===== config.mk =====
export PLATFORM = sky130hd
export DESIGN_NAME = rsc_top
export DESIGN_NICKNAME = d
export VERILOG_FILES = /design/src/common/rsc_pkg.sv /design/src/rsc_debounce.sv /design/src/rsc_shared_pin.sv /design/src/rsc_top.sv
export VERILOG_INCLUDE_DIRS = /design/src /design/src/common
export SDC_FILE = /design/constraint.sdc
export NUM_CORES = 1
export LEC_CHECK = 0
export BUFFER_PORTS_ARGS = -buffer_cell sky130_fd_sc_hd__buf_2
export CORE_ASPECT_RATIO = 1.25
export CORE_MARGIN = 2
export CORE_UTILIZATION = 36
export CTS_CLUSTER_DIAMETER = 60
export CTS_CLUSTER_SIZE = 40
export DETAILED_ROUTE_END_ITERATION = 6
export GPL_ROUTABILITY_DRIVEN = 0
export GPL_TIMING_DRIVEN = 0
export HOLD_SLACK_MARGIN = 0.05
export PLACE_DENSITY = 0.86
export RECOVER_POWER = 100
export SLEW_MARGIN = 20
export SYNTH_ARGS = -nofsm -noshare
export SYNTH_HDL_FRONTEND = slang
export SYNTH_SLANG_ARGS = --single-unit

===== constraint.sdc =====
create_clock -name clk -period 1.56 [get_ports clk]
set_input_delay 0.156 -clock clk [delete_from_list [all_inputs] [get_ports clk]]
set_output_delay 0.156 -clock clk [all_outputs]
set_load 0.1 [all_outputs]

===== src/common/rsc_defines.svh =====
// Purpose: constants of the reset strap capture block
// Assumes: byte addresses on a 32-bit avalon-mm slave
// Notes:   definitions only
`ifndef RSC_DEFINES_SVH
`define RSC_DEFINES_SVH

// ==========================================================
// register byte offsets
`define RSC_OFS_ACCESS_RB 4'h0
`define RSC_OFS_UPLINK_RB 4'h4
`define RSC_OFS_CONFIG 4'h8
`define RSC_OFS_CONTROL 4'hc

// ==========================================================
// field positions in the config status word
`define RSC_F_DEBOUNCE 0
`define RSC_F_MODE_LO 1
`define RSC_F_ID_LO 4
`define RSC_F_EEPROM_ABSENT 7
`define RSC_F_MODULE_DETECT 9
`define RSC_F_POWER_SAVE 11
`define RSC_F_TIMEOUT_RESET 12
`define RSC_F_VALID 16

// field positions in the control word
`define RSC_F_ID_OVR_LO 0
`define RSC_F_ID_OVR_EN 3

// ==========================================================
// reset values
`define RSC_CONTROL_RST 4'h0
`define RSC_READ_RST 32'h0000_0000

// ==========================================================
// timing: strobe must hold steady this long to be accepted
`define RSC_CLK_NS 100
`define RSC_DEBOUNCE_NS 1000
`define RSC_DEBOUNCE_CYC ((`RSC_DEBOUNCE_NS + `RSC_CLK_NS - 1) / `RSC_CLK_NS)

`endif


===== src/common/rsc_pkg.sv =====
// Purpose: types of the reset strap capture block
// Assumes: nothing
// Notes:   mode codes equal the three mode strap levels for 000 to 011 only

package rsc_pkg;
   // ==========================================================
   // management interface modes as decoded from the straps
   typedef enum logic [2:0] {
      RSC_MODE_PAR16,
      RSC_MODE_PAR8,
      RSC_MODE_SER_MII,
      RSC_MODE_SER_ONLY,
      RSC_MODE_SER_UNMANAGED,
      RSC_MODE_RESERVED
   } rsc_mode_t;
endpackage


===== src/rsc_debounce.sv =====
// Purpose: optional debounce filter for the management strobe
// Assumes: strobe input already synchronous to clk
// Notes:   bypass is a pure wire, so no latency when disabled
`timescale 1ns/1ps
`default_nettype none

module rsc_debounce #(
   parameter int CYCLES = 10
) (
   input wire logic clk,
   input wire logic rstn,
   input wire logic enable,
   input wire logic strobe_raw,
   output logic strobe_out
);
   localparam int CW = $clog2(CYCLES + 1);

   logic [CW-1:0] count_r;
   logic filt_r;
   wire differs = strobe_raw != filt_r;
   wire settled = count_r == CW'(CYCLES - 1);

   // ==========================================================
   // filter: new level accepted only after CYCLES steady samples
   always_ff @(posedge clk) begin
      if (!rstn) begin
         count_r <= '0;
         filt_r <= 1'b0;
      end else if (!differs) begin
         count_r <= '0;
      end else if (settled) begin
         count_r <= '0;
         filt_r <= strobe_raw;
      end else begin
         count_r <= count_r + CW'(1);
      end
   end

   // bypass when the debounce strap was low
   assign strobe_out = enable ? filt_r : strobe_raw; // RULE2
endmodule

`default_nettype wire


===== src/rsc_shared_pin.sv =====
// Purpose: capture straps on pins shared with port outputs
// Assumes: synchronous active-low reset; pins read while it is low
// Notes:   one instance per group of shared pins
`timescale 1ns/1ps
`default_nettype none

module rsc_shared_pin #(
   parameter int W = 8
) (
   input wire logic clk,
   input wire logic rstn,
   input wire logic [W-1:0] pin_in,
   input wire logic [W-1:0] func_out,
   input wire logic [W-1:0] func_oe,
   output logic [W-1:0] pin_out,
   output logic [W-1:0] pin_oe,
   output logic [W-1:0] strap_val
);
   logic [W-1:0] strap_r;
   logic live_r;

   // ==========================================================
   // sample every cycle of reset; last sample before release sticks
   always_ff @(posedge clk) begin
      if (!rstn) begin
         strap_r <= pin_in; // RULE1
         live_r <= 1'b0;
      end else begin
         live_r <= 1'b1;
      end
   end

   // pins stay inputs until the straps are latched
   assign pin_oe = live_r ? func_oe : '0; // RULE14
   assign pin_out = live_r ? func_out : '0; // RULE14
   assign strap_val = strap_r;
endmodule

`default_nettype wire


===== src/rsc_top.sv =====
// Purpose: reset strap capture and static configuration decode
// Assumes: straps driven by board resistors while rstn is low
// Notes:   registers reached over avalon-mm with waitrequest
`timescale 1ns/1ps
`default_nettype none
`include "rsc_defines.svh"

// Behaviour
// RULE1 - sample all straps during reset, hold the last value until next reset
// RULE2 - debounce strobe when debounce strap high, pass it straight when low
// RULE3 - three mode straps, lowest is lsb: 000 par16, 001 par8, 010, 011, 111
// RULE4 - serial-only mode lets the host send and receive serial frames
// RULE5 - unmanaged serial refuses serial frames but may boot from eeprom
// RULE6 - default serial address comes from three identifier straps
// RULE7 - identifier lowest strap is lsb, high strap reads as one
// RULE8 - high eeprom strap means no eeprom fitted, low means one present
// RULE9 - module-detect strap high enables phy presence detection
// RULE10 - power-saving strap high enables mac power saving
// RULE11 - timeout-reset strap high enables timeout-triggered reset
// RULE12 - eight access-port straps captured and readable by software
// RULE13 - two uplink straps captured and readable in a second register
// RULE14 - shared strap pins are inputs in reset, normal only after latch
module rsc_top #(
   parameter int DEBOUNCE_CYCLES = `RSC_DEBOUNCE_CYC,
   parameter int ACCESS_PORTS = 8,
   parameter int UPLINK_STRAPS = 2
) (
   input wire logic clk,
   input wire logic rstn,
   // dedicated strap pins
   input wire logic strobe_debounce_strap,
   input wire logic [2:0] mgmt_mode_straps,
   input wire logic [2:0] serial_id_straps,
   input wire logic eeprom_absent_strap,
   input wire logic module_detect_strap,
   input wire logic mac_power_save_strap,
   input wire logic timeout_reset_strap,
   // shared access-port transmit-enable pins
   input wire logic [ACCESS_PORTS-1:0] access_port_user_straps,
   input wire logic [ACCESS_PORTS-1:0] access_txen_func,
   input wire logic [ACCESS_PORTS-1:0] access_txen_func_oe,
   output logic [ACCESS_PORTS-1:0] access_txen_pin_out,
   output logic [ACCESS_PORTS-1:0] access_txen_pin_oe,
   // shared uplink pins: bit 0 transmit enable, bit 1 transmit error
   input wire logic uplink_user_strap_a,
   input wire logic uplink_user_strap_b,
   input wire logic [UPLINK_STRAPS-1:0] uplink_func,
   input wire logic [UPLINK_STRAPS-1:0] uplink_func_oe,
   output logic [UPLINK_STRAPS-1:0] uplink_pin_out,
   output logic [UPLINK_STRAPS-1:0] uplink_pin_oe,
   // management strobe
   input wire logic mgmt_strobe_in,
   output logic mgmt_strobe_out,
   // decoded configuration
   output rsc_pkg::rsc_mode_t mgmt_mode,
   output logic mgmt_parallel,
   output logic mgmt_bus_16bit,
   output logic mii_frame_path_en,
   output logic serial_frame_tx_en,
   output logic serial_frame_rx_en,
   output logic eeprom_present,
   output logic eeprom_boot_en,
   output logic [2:0] serial_dev_id,
   output logic phy_detect_en,
   output logic mac_power_save_en,
   output logic timeout_reset_en,
   output logic straps_valid,
   // avalon-mm slave
   input wire logic [3:0] avs_address,
   input wire logic avs_read,
   input wire logic avs_write,
   input wire logic [31:0] avs_writedata,
   input wire logic [3:0] avs_byteenable,
   output logic [31:0] avs_readdata,
   output logic avs_waitrequest
);
   import rsc_pkg::*;

   // ==========================================================
   // strap capture for dedicated pins
   logic debounce_r;
   logic [2:0] mode_r;
   logic [2:0] id_r;
   logic eeprom_absent_r;
   logic module_detect_r;
   logic power_save_r;
   logic timeout_reset_r;
   logic valid_r;

   // synchronous reset lets the flops follow the pins while held;
   // the value seen on the last reset edge is what stays
   always_ff @(posedge clk) begin
      if (!rstn) begin
         debounce_r <= strobe_debounce_strap; // RULE1
         mode_r <= mgmt_mode_straps; // RULE1
         id_r <= serial_id_straps; // RULE7
         eeprom_absent_r <= eeprom_absent_strap; // RULE1
         module_detect_r <= module_detect_strap; // RULE1
         power_save_r <= mac_power_save_strap; // RULE1
         timeout_reset_r <= timeout_reset_strap; // RULE1
         valid_r <= 1'b0;
      end else begin
         valid_r <= 1'b1;
      end
   end

   assign straps_valid = valid_r;

   // ==========================================================
   // shared pins: capture and output gating
   logic [ACCESS_PORTS-1:0] access_straps;
   logic [UPLINK_STRAPS-1:0] uplink_straps;
   wire [UPLINK_STRAPS-1:0] uplink_pins_in =
      {uplink_user_strap_b, uplink_user_strap_a};

   rsc_shared_pin #(
      .W(ACCESS_PORTS)
   ) u_access_pins (
      .clk(clk),
      .rstn(rstn),
      .pin_in(access_port_user_straps), // RULE12
      .func_out(access_txen_func),
      .func_oe(access_txen_func_oe),
      .pin_out(access_txen_pin_out),
      .pin_oe(access_txen_pin_oe),
      .strap_val(access_straps)
   );

   rsc_shared_pin #(
      .W(UPLINK_STRAPS)
   ) u_uplink_pins (
      .clk(clk),
      .rstn(rstn),
      .pin_in(uplink_pins_in), // RULE13
      .func_out(uplink_func),
      .func_oe(uplink_func_oe),
      .pin_out(uplink_pin_out),
      .pin_oe(uplink_pin_oe),
      .strap_val(uplink_straps)
   );

   // ==========================================================
   // strobe conditioning
   rsc_debounce #(
      .CYCLES(DEBOUNCE_CYCLES)
   ) u_debounce (
      .clk(clk),
      .rstn(rstn),
      .enable(debounce_r), // RULE2
      .strobe_raw(mgmt_strobe_in),
      .strobe_out(mgmt_strobe_out)
   );

   // ==========================================================
   // management mode decode; codes 100..110 have no meaning and
   // fall into reserved, which enables no frame path at all
   rsc_mode_t mode_dec;

   always_comb begin
      unique case (mode_r) // RULE3
         3'h0: mode_dec = RSC_MODE_PAR16;
         3'h1: mode_dec = RSC_MODE_PAR8;
         3'h2: mode_dec = RSC_MODE_SER_MII;
         3'h3: mode_dec = RSC_MODE_SER_ONLY;
         3'h7: mode_dec = RSC_MODE_SER_UNMANAGED;
         default: mode_dec = RSC_MODE_RESERVED;
      endcase
   end

   wire is_par16 = mode_dec == RSC_MODE_PAR16;
   wire is_par8 = mode_dec == RSC_MODE_PAR8;
   wire is_ser_mii = mode_dec == RSC_MODE_SER_MII;
   wire is_ser_only = mode_dec == RSC_MODE_SER_ONLY;
   wire is_unmanaged = mode_dec == RSC_MODE_SER_UNMANAGED;

   // decoded enables below, not mgmt_mode, are gated by valid so nothing acts during reset
   assign mgmt_mode = mode_dec;
   assign mgmt_parallel = valid_r & (is_par16 | is_par8); // RULE3
   assign mgmt_bus_16bit = valid_r & is_par16; // RULE3
   assign mii_frame_path_en = valid_r & is_ser_mii; // RULE3
   // only serial-only mode carries host frames over the serial bus
   assign serial_frame_tx_en = valid_r & is_ser_only; // RULE4 RULE5
   assign serial_frame_rx_en = valid_r & is_ser_only; // RULE4 RULE5

   // ==========================================================
   // eeprom and feature enables
   assign eeprom_present = ~eeprom_absent_r; // RULE8
   // boot load only makes sense unmanaged and with a device fitted
   assign eeprom_boot_en = valid_r & is_unmanaged & ~eeprom_absent_r; // RULE5
   assign phy_detect_en = valid_r & module_detect_r; // RULE9
   assign mac_power_save_en = valid_r & power_save_r; // RULE10
   assign timeout_reset_en = valid_r & timeout_reset_r; // RULE11

   // ==========================================================
   // control register: software may replace the strapped address
   logic [3:0] control_r;
   wire id_ovr_en = control_r[`RSC_F_ID_OVR_EN];
   wire [2:0] id_ovr = control_r[`RSC_F_ID_OVR_LO +: 3];

   // strapped id is the default until software overrides it
   assign serial_dev_id = id_ovr_en ? id_ovr : id_r; // RULE6

   // ==========================================================
   // avalon-mm slave: one wait state on every access
   logic ack_r;
   logic [31:0] rdata_r;
   wire req = avs_read | avs_write;
   wire sel_access = avs_address == `RSC_OFS_ACCESS_RB;
   wire sel_uplink = avs_address == `RSC_OFS_UPLINK_RB;
   wire sel_config = avs_address == `RSC_OFS_CONFIG;
   wire sel_control = avs_address == `RSC_OFS_CONTROL;
   wire wr_take = avs_write & ack_r & sel_control & avs_byteenable[0];

   // read words, unused bits zero
   wire [31:0] rd_access = {{(32 - ACCESS_PORTS){1'b0}}, access_straps};
   wire [31:0] rd_uplink = {{(32 - UPLINK_STRAPS){1'b0}}, uplink_straps};
   logic [31:0] rd_config;

   always_comb begin
      rd_config = 32'h0000_0000;
      rd_config[`RSC_F_DEBOUNCE] = debounce_r;
      rd_config[`RSC_F_MODE_LO +: 3] = mode_r;
      rd_config[`RSC_F_ID_LO +: 3] = id_r;
      rd_config[`RSC_F_EEPROM_ABSENT] = eeprom_absent_r;
      rd_config[`RSC_F_MODULE_DETECT] = module_detect_r;
      rd_config[`RSC_F_POWER_SAVE] = power_save_r;
      rd_config[`RSC_F_TIMEOUT_RESET] = timeout_reset_r;
      rd_config[`RSC_F_VALID] = valid_r;
   end

   // unmapped addresses read as zero and ignore writes
   wire [31:0] rd_mux =
      sel_access ? rd_access : // RULE12
      sel_uplink ? rd_uplink : // RULE13
      sel_config ? rd_config :
      sel_control ? {28'h000_0000, control_r} :
      `RSC_READ_RST;

   // ack alternates so a held request completes every second edge
   always_ff @(posedge clk) begin
      if (!rstn) begin
         ack_r <= 1'b0;
         rdata_r <= `RSC_READ_RST;
      end else begin
         ack_r <= req & ~ack_r;
         rdata_r <= (avs_read & ~ack_r) ? rd_mux : rdata_r;
      end
   end

   // control write lands on the edge where waitrequest is low
   always_ff @(posedge clk) begin
      if (!rstn) begin
         control_r <= `RSC_CONTROL_RST;
      end else if (wr_take) begin
         control_r <= avs_writedata[3:0];
      end
   end

   assign avs_waitrequest = req & ~ack_r;
   assign avs_readdata = rdata_r;
endmodule

`default_nettype wire


# Word level (Yosys, flattened, before mapping)
# Index checks and enable logic that the tools add are counted.
dict set report totals {
  ff_bits 64
  latchBits 0
  ram_bits 0
  romBits 0
  inputBits 86
  output_inout_bits 71
  elab_cells 66
  mem_count 0
}
dict set report classes {
  n_addsub 1
  n_mul 0
  div 0
  order_cmp 0
  eq_ne 13
  shifts 0
  mux 12
  bitwise_logic 20
  reduce_logical 5
}
# op n
set op_table {}
lappend op_table {{two-way mux 17 bit} 3}
lappend op_table {{two-way mux 8 bit} 2}
lappend op_table {{case mux 3 bit (5 select lines)} 1}
lappend op_table {{AND 1 bit} 14}
lappend op_table {{equality test 3 x 2 -> 1 bit (second input constant)} 4}
lappend op_table {{equality test 4 bit (second input constant)} 3}
lappend op_table {{equality test 3 x 1 -> 1 bit (second input constant)} 2}
lappend op_table {{equality test 3 bit (second input constant)} 2}
lappend op_table {{logical NOT 3 bit} 2}
lappend op_table {{adder 4 x 1 -> 4 bit (second input constant)} 1}
lappend op_table {{equality test 4 x 3 -> 1 bit (second input constant)} 1}
lappend op_table {{logical NOT 4 bit} 1}
lappend op_table {{two-way mux 2 bit} 2}
lappend op_table {{two-way mux 4 bit} 1}
lappend op_table {{inverter 1 bit} 4}
lappend op_table {{two-way mux 3 bit} 1}
lappend op_table {{OR reduction 3 bit} 1}
lappend op_table {{two-way mux 1 bit} 2}
lappend op_table {{bitwise OR 1 bit} 2}
lappend op_table {{AND reduction 2 bit} 1}
lappend op_table {{!= test 1 bit} 1}

# Longest topological paths before layout
dict set report depth {
  ltp_word 5
  ltp_mapped 5
  depth_no_buf 5
}

# Hierarchy
# Synthesis repeated with hierarchy kept, for this count alone.
dict set report hier_totals {
  hier_cells 197
  hier_area_um2 2163.3
}
# mod instances cells_each area_per_inst_um2 seq_area_each_um2
set by_module_without_submodules {}
lappend by_module_without_submodules {rsc_top 1 141 1431.4 690.7}
lappend by_module_without_submodules {{rsc_shared_pin (u_access_pins)} 1 27 390.4 260.2}
lappend by_module_without_submodules {rsc_debounce 1 21 232.7 100.1}
lappend by_module_without_submodules {{rsc_shared_pin (u_uplink_pins)} 1 8 108.9 80.1}

# Worst setup path after synthesis
# No wires, ideal clock.
dict set report synth_timing {
  path_type {flip-flop to output port}
  from {register, netlist name u_uplink_pins.live_r}
  to {output mgmt_bus_16bit}
  t_arrival_ns 5.001
  t_required_ns 1.404
  setup_slack_ns -3.597
  path_stages_with_launch 4
  n_path_buf 1
  path_cell_list {dfxtp_1 > clkbuf_1 > nor3b_1 > nor2b_1}
}
# element line
set synth_rtl {}
lappend synth_rtl {{to (decl)} rsc_top.sv:57} ;# output logic mgmt_bus_16bit,

# Final worst setup path
dict set report layout_timing {
  from {register mode_r[2]}
  to {output serial_frame_tx_en}
}
dict set report layout_between {
  elab_chain_cells 4
  elab_cells_between_ends 8
  classes_between {5 x eq/ne; 1 x mux; 1 x bitwise; 1 x reduce/logical}
}
# element line
set layout_lines {}
lappend layout_lines {{from (decl)} rsc_top.sv:82} ;# logic [2:0] mode_r;
lappend layout_lines {{from (signal assigned)} rsc_top.sv:95} ;# mode_r <= mgmt_mode_straps;
lappend layout_lines {{equality test 3 bit (tied with other cells)} rsc_top.sv:160} ;# unique case (mode_r)
lappend layout_lines {{case mux 3 bit (5 select lines) (*)} rsc_top.sv:160}
lappend layout_lines {{equality test 3 x 2 -> 1 bit (*)} rsc_top.sv:173} ;# wire is_ser_only = mode_dec == RSC_MODE_SER_ONLY;
lappend layout_lines {{AND 1 bit (*)} rsc_top.sv:182} ;# assign serial_frame_tx_en = valid_r & is_ser_only;
lappend layout_lines {{to (decl)} rsc_top.sv:59} ;# output logic serial_frame_tx_en,
# Every way passes the cells marked *; elsewhere a longest branch is shown, timed or not.

==> flow_summary_export.csv <==
group,metric,value,unit
sta,fin_skew,0.00963,ns
yosys,post_synth_instance_area,2100,sq um
clock_network,clkLatencyLatePin,0.30,ns
route,firstDrtPassIters,4,
setup_path,crit_required,1.40,ns
place,dpl.hpwl,4.19,mm
yosys,yosys.area_share.adder,1.19,%
cells_and_area,area_growth_syn_to_layout,68.4,%
global_route,grt_first_pass_wirelength,8.43,mm
route,met1Wirelength,2.16,mm
route,drcViolationCount,0,
cells_and_area,finish.cell_count_without_fillers,423,
yosys,post_synth_xor_area_fraction,1.25,%
yosys,post_synth.cell_area_avg,10.5,sq um
yosys,combinational_family_with_the_most_area_after_synthesis,"simple AND/OR/NAND/NOR gates",
yosys,ys_warn_count,0,
yosys,synth_simple_gate_area_share,20.3,%
setup_path,timing.critical_path.to_type,"primary output",
route,wl_per_cell,13.8,um
clock_network,cts_sinks,44,
clock_network,cts_buffer_depth,2,
clock_network,cts.root.buffer_cell,"clkbuf_8",
route,met3RoutedLength,498,um
route,wl_met2,3.13,mm
cells_and_area,final_core_utilization,62.1,%
setup_path,crit_path_max_fanout,6,
floorplanning,placeableCoreArea,5700,sq um
setup_path,timing.critical_path.arrival,1.49,ns
power_and_ir_drop,pwr-share-comb,38.1,%
sta,max_slew_margin,52.4,%
power_and_ir_drop,power_density,938,nW/um^2
run_status,status,"finished, violations left",
power_and_ir_drop,power_frac_clock,22.2,%
setup_path,sequence_of_cells_on_the_critical_path,"nor2b_4, and3_4, buf_6, buf_12",
cells_and_area,nFillCells,462,
yosys,synth-compound-area-share,7.15,%
setup_path,cp-start-kind,"register",
cells_and_area,nNetsFinal,444,
floorplanning,die_h,89.4,um
power_and_ir_drop,seq_power_share,39.7,%
cells_and_area,post_route_cells_drive_above_1_share,53.2,%
sta,tightestPinTransition,0.714,ns
sta,final_critical_path_setup_slack,-0.0830,ns
sta,setup_viol,5,
yosys,muxShareOfSynthArea,7.92,%
power_and_ir_drop,cellInternalPower,1.99,mW
power_and_ir_drop,swShare,39.9,%
global_route,vias_in_the_first_global_route,1829,
floorplanning,floorplan.initialDensity,36.8,%
yosys,synth.ff_latch_count,44,
setup_path,critical-path-top-delay-family,"flip-flops",
global_route,grt_max_degree,31,
route,routed-via-count,1977,
cells_and_area,final_design_area_no_fill,3540,sq um
yosys,seq_area_frac_synth,51.9,%
global_route,grtUsageTotal,17.1,%
clock_network,depth_of_the_cts_h_tree,2,
route,wire_length_reported_by_the_detailed_router,5.85,mm
global_route,grt_antenna_before_repair,0,
sta,final_min_period_over_clock_period,105,%
floorplanning,pin_count,157,
yosys,yosysUniqueCellTypes,36,
power_and_ir_drop,leakagePower,1.61,nW
power_and_ir_drop,p_switching,1.33,mW
setup_path,number_of_buffers_and_inverters_on_the_critical_path,2,
setup_path,cpMaxStageDelayCell,"edfxtp_1",
worst_hold_path,hp-class,"input pin to register",
floorplanning,std_cell_rows,31,
setup_path,max_stage_delay,0.53,ns
place,post-place-cells,390,
setup_path,critical_path_class,"register to primary output",
sta,hold_viol,0,
sta,timing.final.crit_period,1.64,ns
place,numPortBuffers,104,
place,postPlaceCellArea,2890,sq um
power_and_ir_drop,irDropWorstVdd,796,uV
route,drt-initial-drc-count,33,
route,topRoutingLayerUsed,"met4",
floorplanning,die_area,6470,sq um
run_status,failing_checks,"negative setup slack",
clock_network,cts_buffers,5,
route,route.detailed.vias_per_inst,4.67,
yosys,synthesis.instances,201,
power_and_ir_drop,power.total,3.32,mW
yosys,asyncSetResetFlopFracSynth,0,%
global_route,gr-total-overflow,0,
clock_network,tritoncts,"yes",
yosys,synth-edff-count,21,
floorplanning,die_width,72.3,um
sta,grt_setup_unrepaired,"yes",
sta,finalMaxSlewViolations,0,
clock_network,clk_pin_slew,0.08,ns
sta,timing.fmax,0.609,GHz
cells_and_area,insertedDiodeCount,0,
flow_run,maxCapViolCount,0,
route,final_antenna_net_count,0,
yosys,synth_ff_type,"dfxtp_1",
-- Yosys cell counts, drive strengths merged, types with 2 or more instances --
master	count	area [sq um]
a21oi	15	75.1
a221oi	2	17.5
and2	23	144
buf	25	183
clkbuf	5	18.8
dfxtp	23	460
edfxtp	21	631
ha	2	25.0
inv	3	11.3
mux2	13	146
mux2i	2	20.0
nand2	11	41.3
nand3	15	75.1
nor2	10	37.5
nor2b	3	18.8
nor3	3	15.0
nor3b	2	20.0
o21ai	8	40.0
xor2	2	17.5
-- registers in the layout (all words and copies together), names as in the netlist --
name,flops
power_save_r,1
avs_readdata,12
u_uplink_pins.live_r,1
control_r,4
ack_r,1
debounce_r,1
u_debounce.count_r,4
timeout_reset_r,1
u_uplink_pins.strap_val,2
id_r,3
eeprom_absent_r,1
mode_r,3
module_detect_r,1
u_access_pins.strap_val,8
u_debounce.filt_r,1
-- repair_timing --
item / 4_1_cts / 5_1_grt
setup endpoints to repair: 28 / 32
gates resized for setup: 73 / 26
setup buffers: 2 / 2
hold endpoints to repair: 20 / 1
hold buffers: 20 / 1
pin swaps: 2 / 3
-- cell usage in the layout (no fill, tap or decap), types with 2 or more instances in the layout --
cell	instances
dlygate4sd3_1	21
nor2_1	9
buf_6	6
and2_4	20
and2_2	3
conb_1	20
a221oi_1	2
a21oi_1	15
mux2_2	13
mux2i_1	2
nor3_1	2
buf_12	4
edfxtp_1	21
xor2_1	2
dfxtp_1	21
buf_8	21
buf_4	24
inv_1	3
buf_2	69
o21ai_0	8
clkbuf_4	4
clkbuf_1	4
ha_1	2
nor2b_4	2
clkbuf_2	6
nand3_1	15
nand2_1	10
clkbuf_8	7
-- area by class of cell --
class | count | area [sq um] | area share (%)
Buffer | 30 | 224 | 6.33
Tap cell | 66 | 82.6 | 2.33
Clock buffer | 7 | 86.3 | 2.44
Multi-Input combinational cell | 143 | 971 | 27.4
Clock inverter | 1 | 7.51 | 0.212
Inverter | 3 | 11.3 | 0.318
Sequential cell | 44 | 1100 | 31.0
Timing Repair Buffer | 129 | 1060 | 30.0
-- power by group through the flow --
stage / logic [mW] / registers, mW / clock network [mW]
after floorplan: 0.854 / 1.41 / 0
after global placement: 1.10 / 1.34 / 0
after detailed placement: 1.11 / 1.34 / 0
after CTS: 1.23 / 1.32 / 0.748
after global routing: 1.31 / 1.32 / 0.803
final: 1.27 / 1.32 / 0.738
-- through the flow --
stage               setup TNS (ns)  hold WS, ns  worst slack (ns)
global route                -0.456        0.112            -0.124
CTS                         -0.143       0.0508           -0.0646
floorplan                    -2.37        0.184            -0.884
finish                      -0.202        0.108           -0.0830
detailed placement          -0.150        0.334           -0.0231
global placement            -12.54        0.333            -0.467
-- layer usage --
metal,global-route usage [%],vias to the layer above
li1,-,966
met1,18.5,903
met2,32.7,101
met3,4.17,7
met4,5.32,0
met5,0,-
-- tightest hold or removal path, delay by kind of cell --
family	cells	cell delay [ns]
simple gates	1	0.06
buf+inv	1	0.10
compound gates	1	0.05
-- path summary, 6_finish.rpt --
| kind | startpoint | to | slack, ns | cells after the start |
|---|---|---|---|---|
| setup / recovery | mode_r[2]$_DFFE_PN_ | serial_frame_tx_en | -0.08 | 4 |
| hold reg to reg | avs_readdata[16]$_SDFFE_PN0P_ | avs_readdata[16]$_SDFFE_PN0P_ | 0.46 | 2 |
| setup reg to reg | mode_r[2]$_DFFE_PN_ | avs_readdata[3]$_SDFFE_PN0P_ | 0.12 | 4 |
| hold / removal | avs_writedata[2] | control_r[2]$_SDFFE_PN0P_ | 0.11 | 3 |
-- logic make-up (layout without fill, tap and decap cells) --
family,count (synthesis),in the layout
multiplexers,15,15
flip-flops,44,44
adder cells (fa/ha/maj),2,2
AND/OR/NAND/NOR,76,76
buffers and inverters,33,170
XOR/XNOR,3,3
AO/OA/AOI/OAI,27,27
other,1,20
Power figures use the tool's default switching activity.
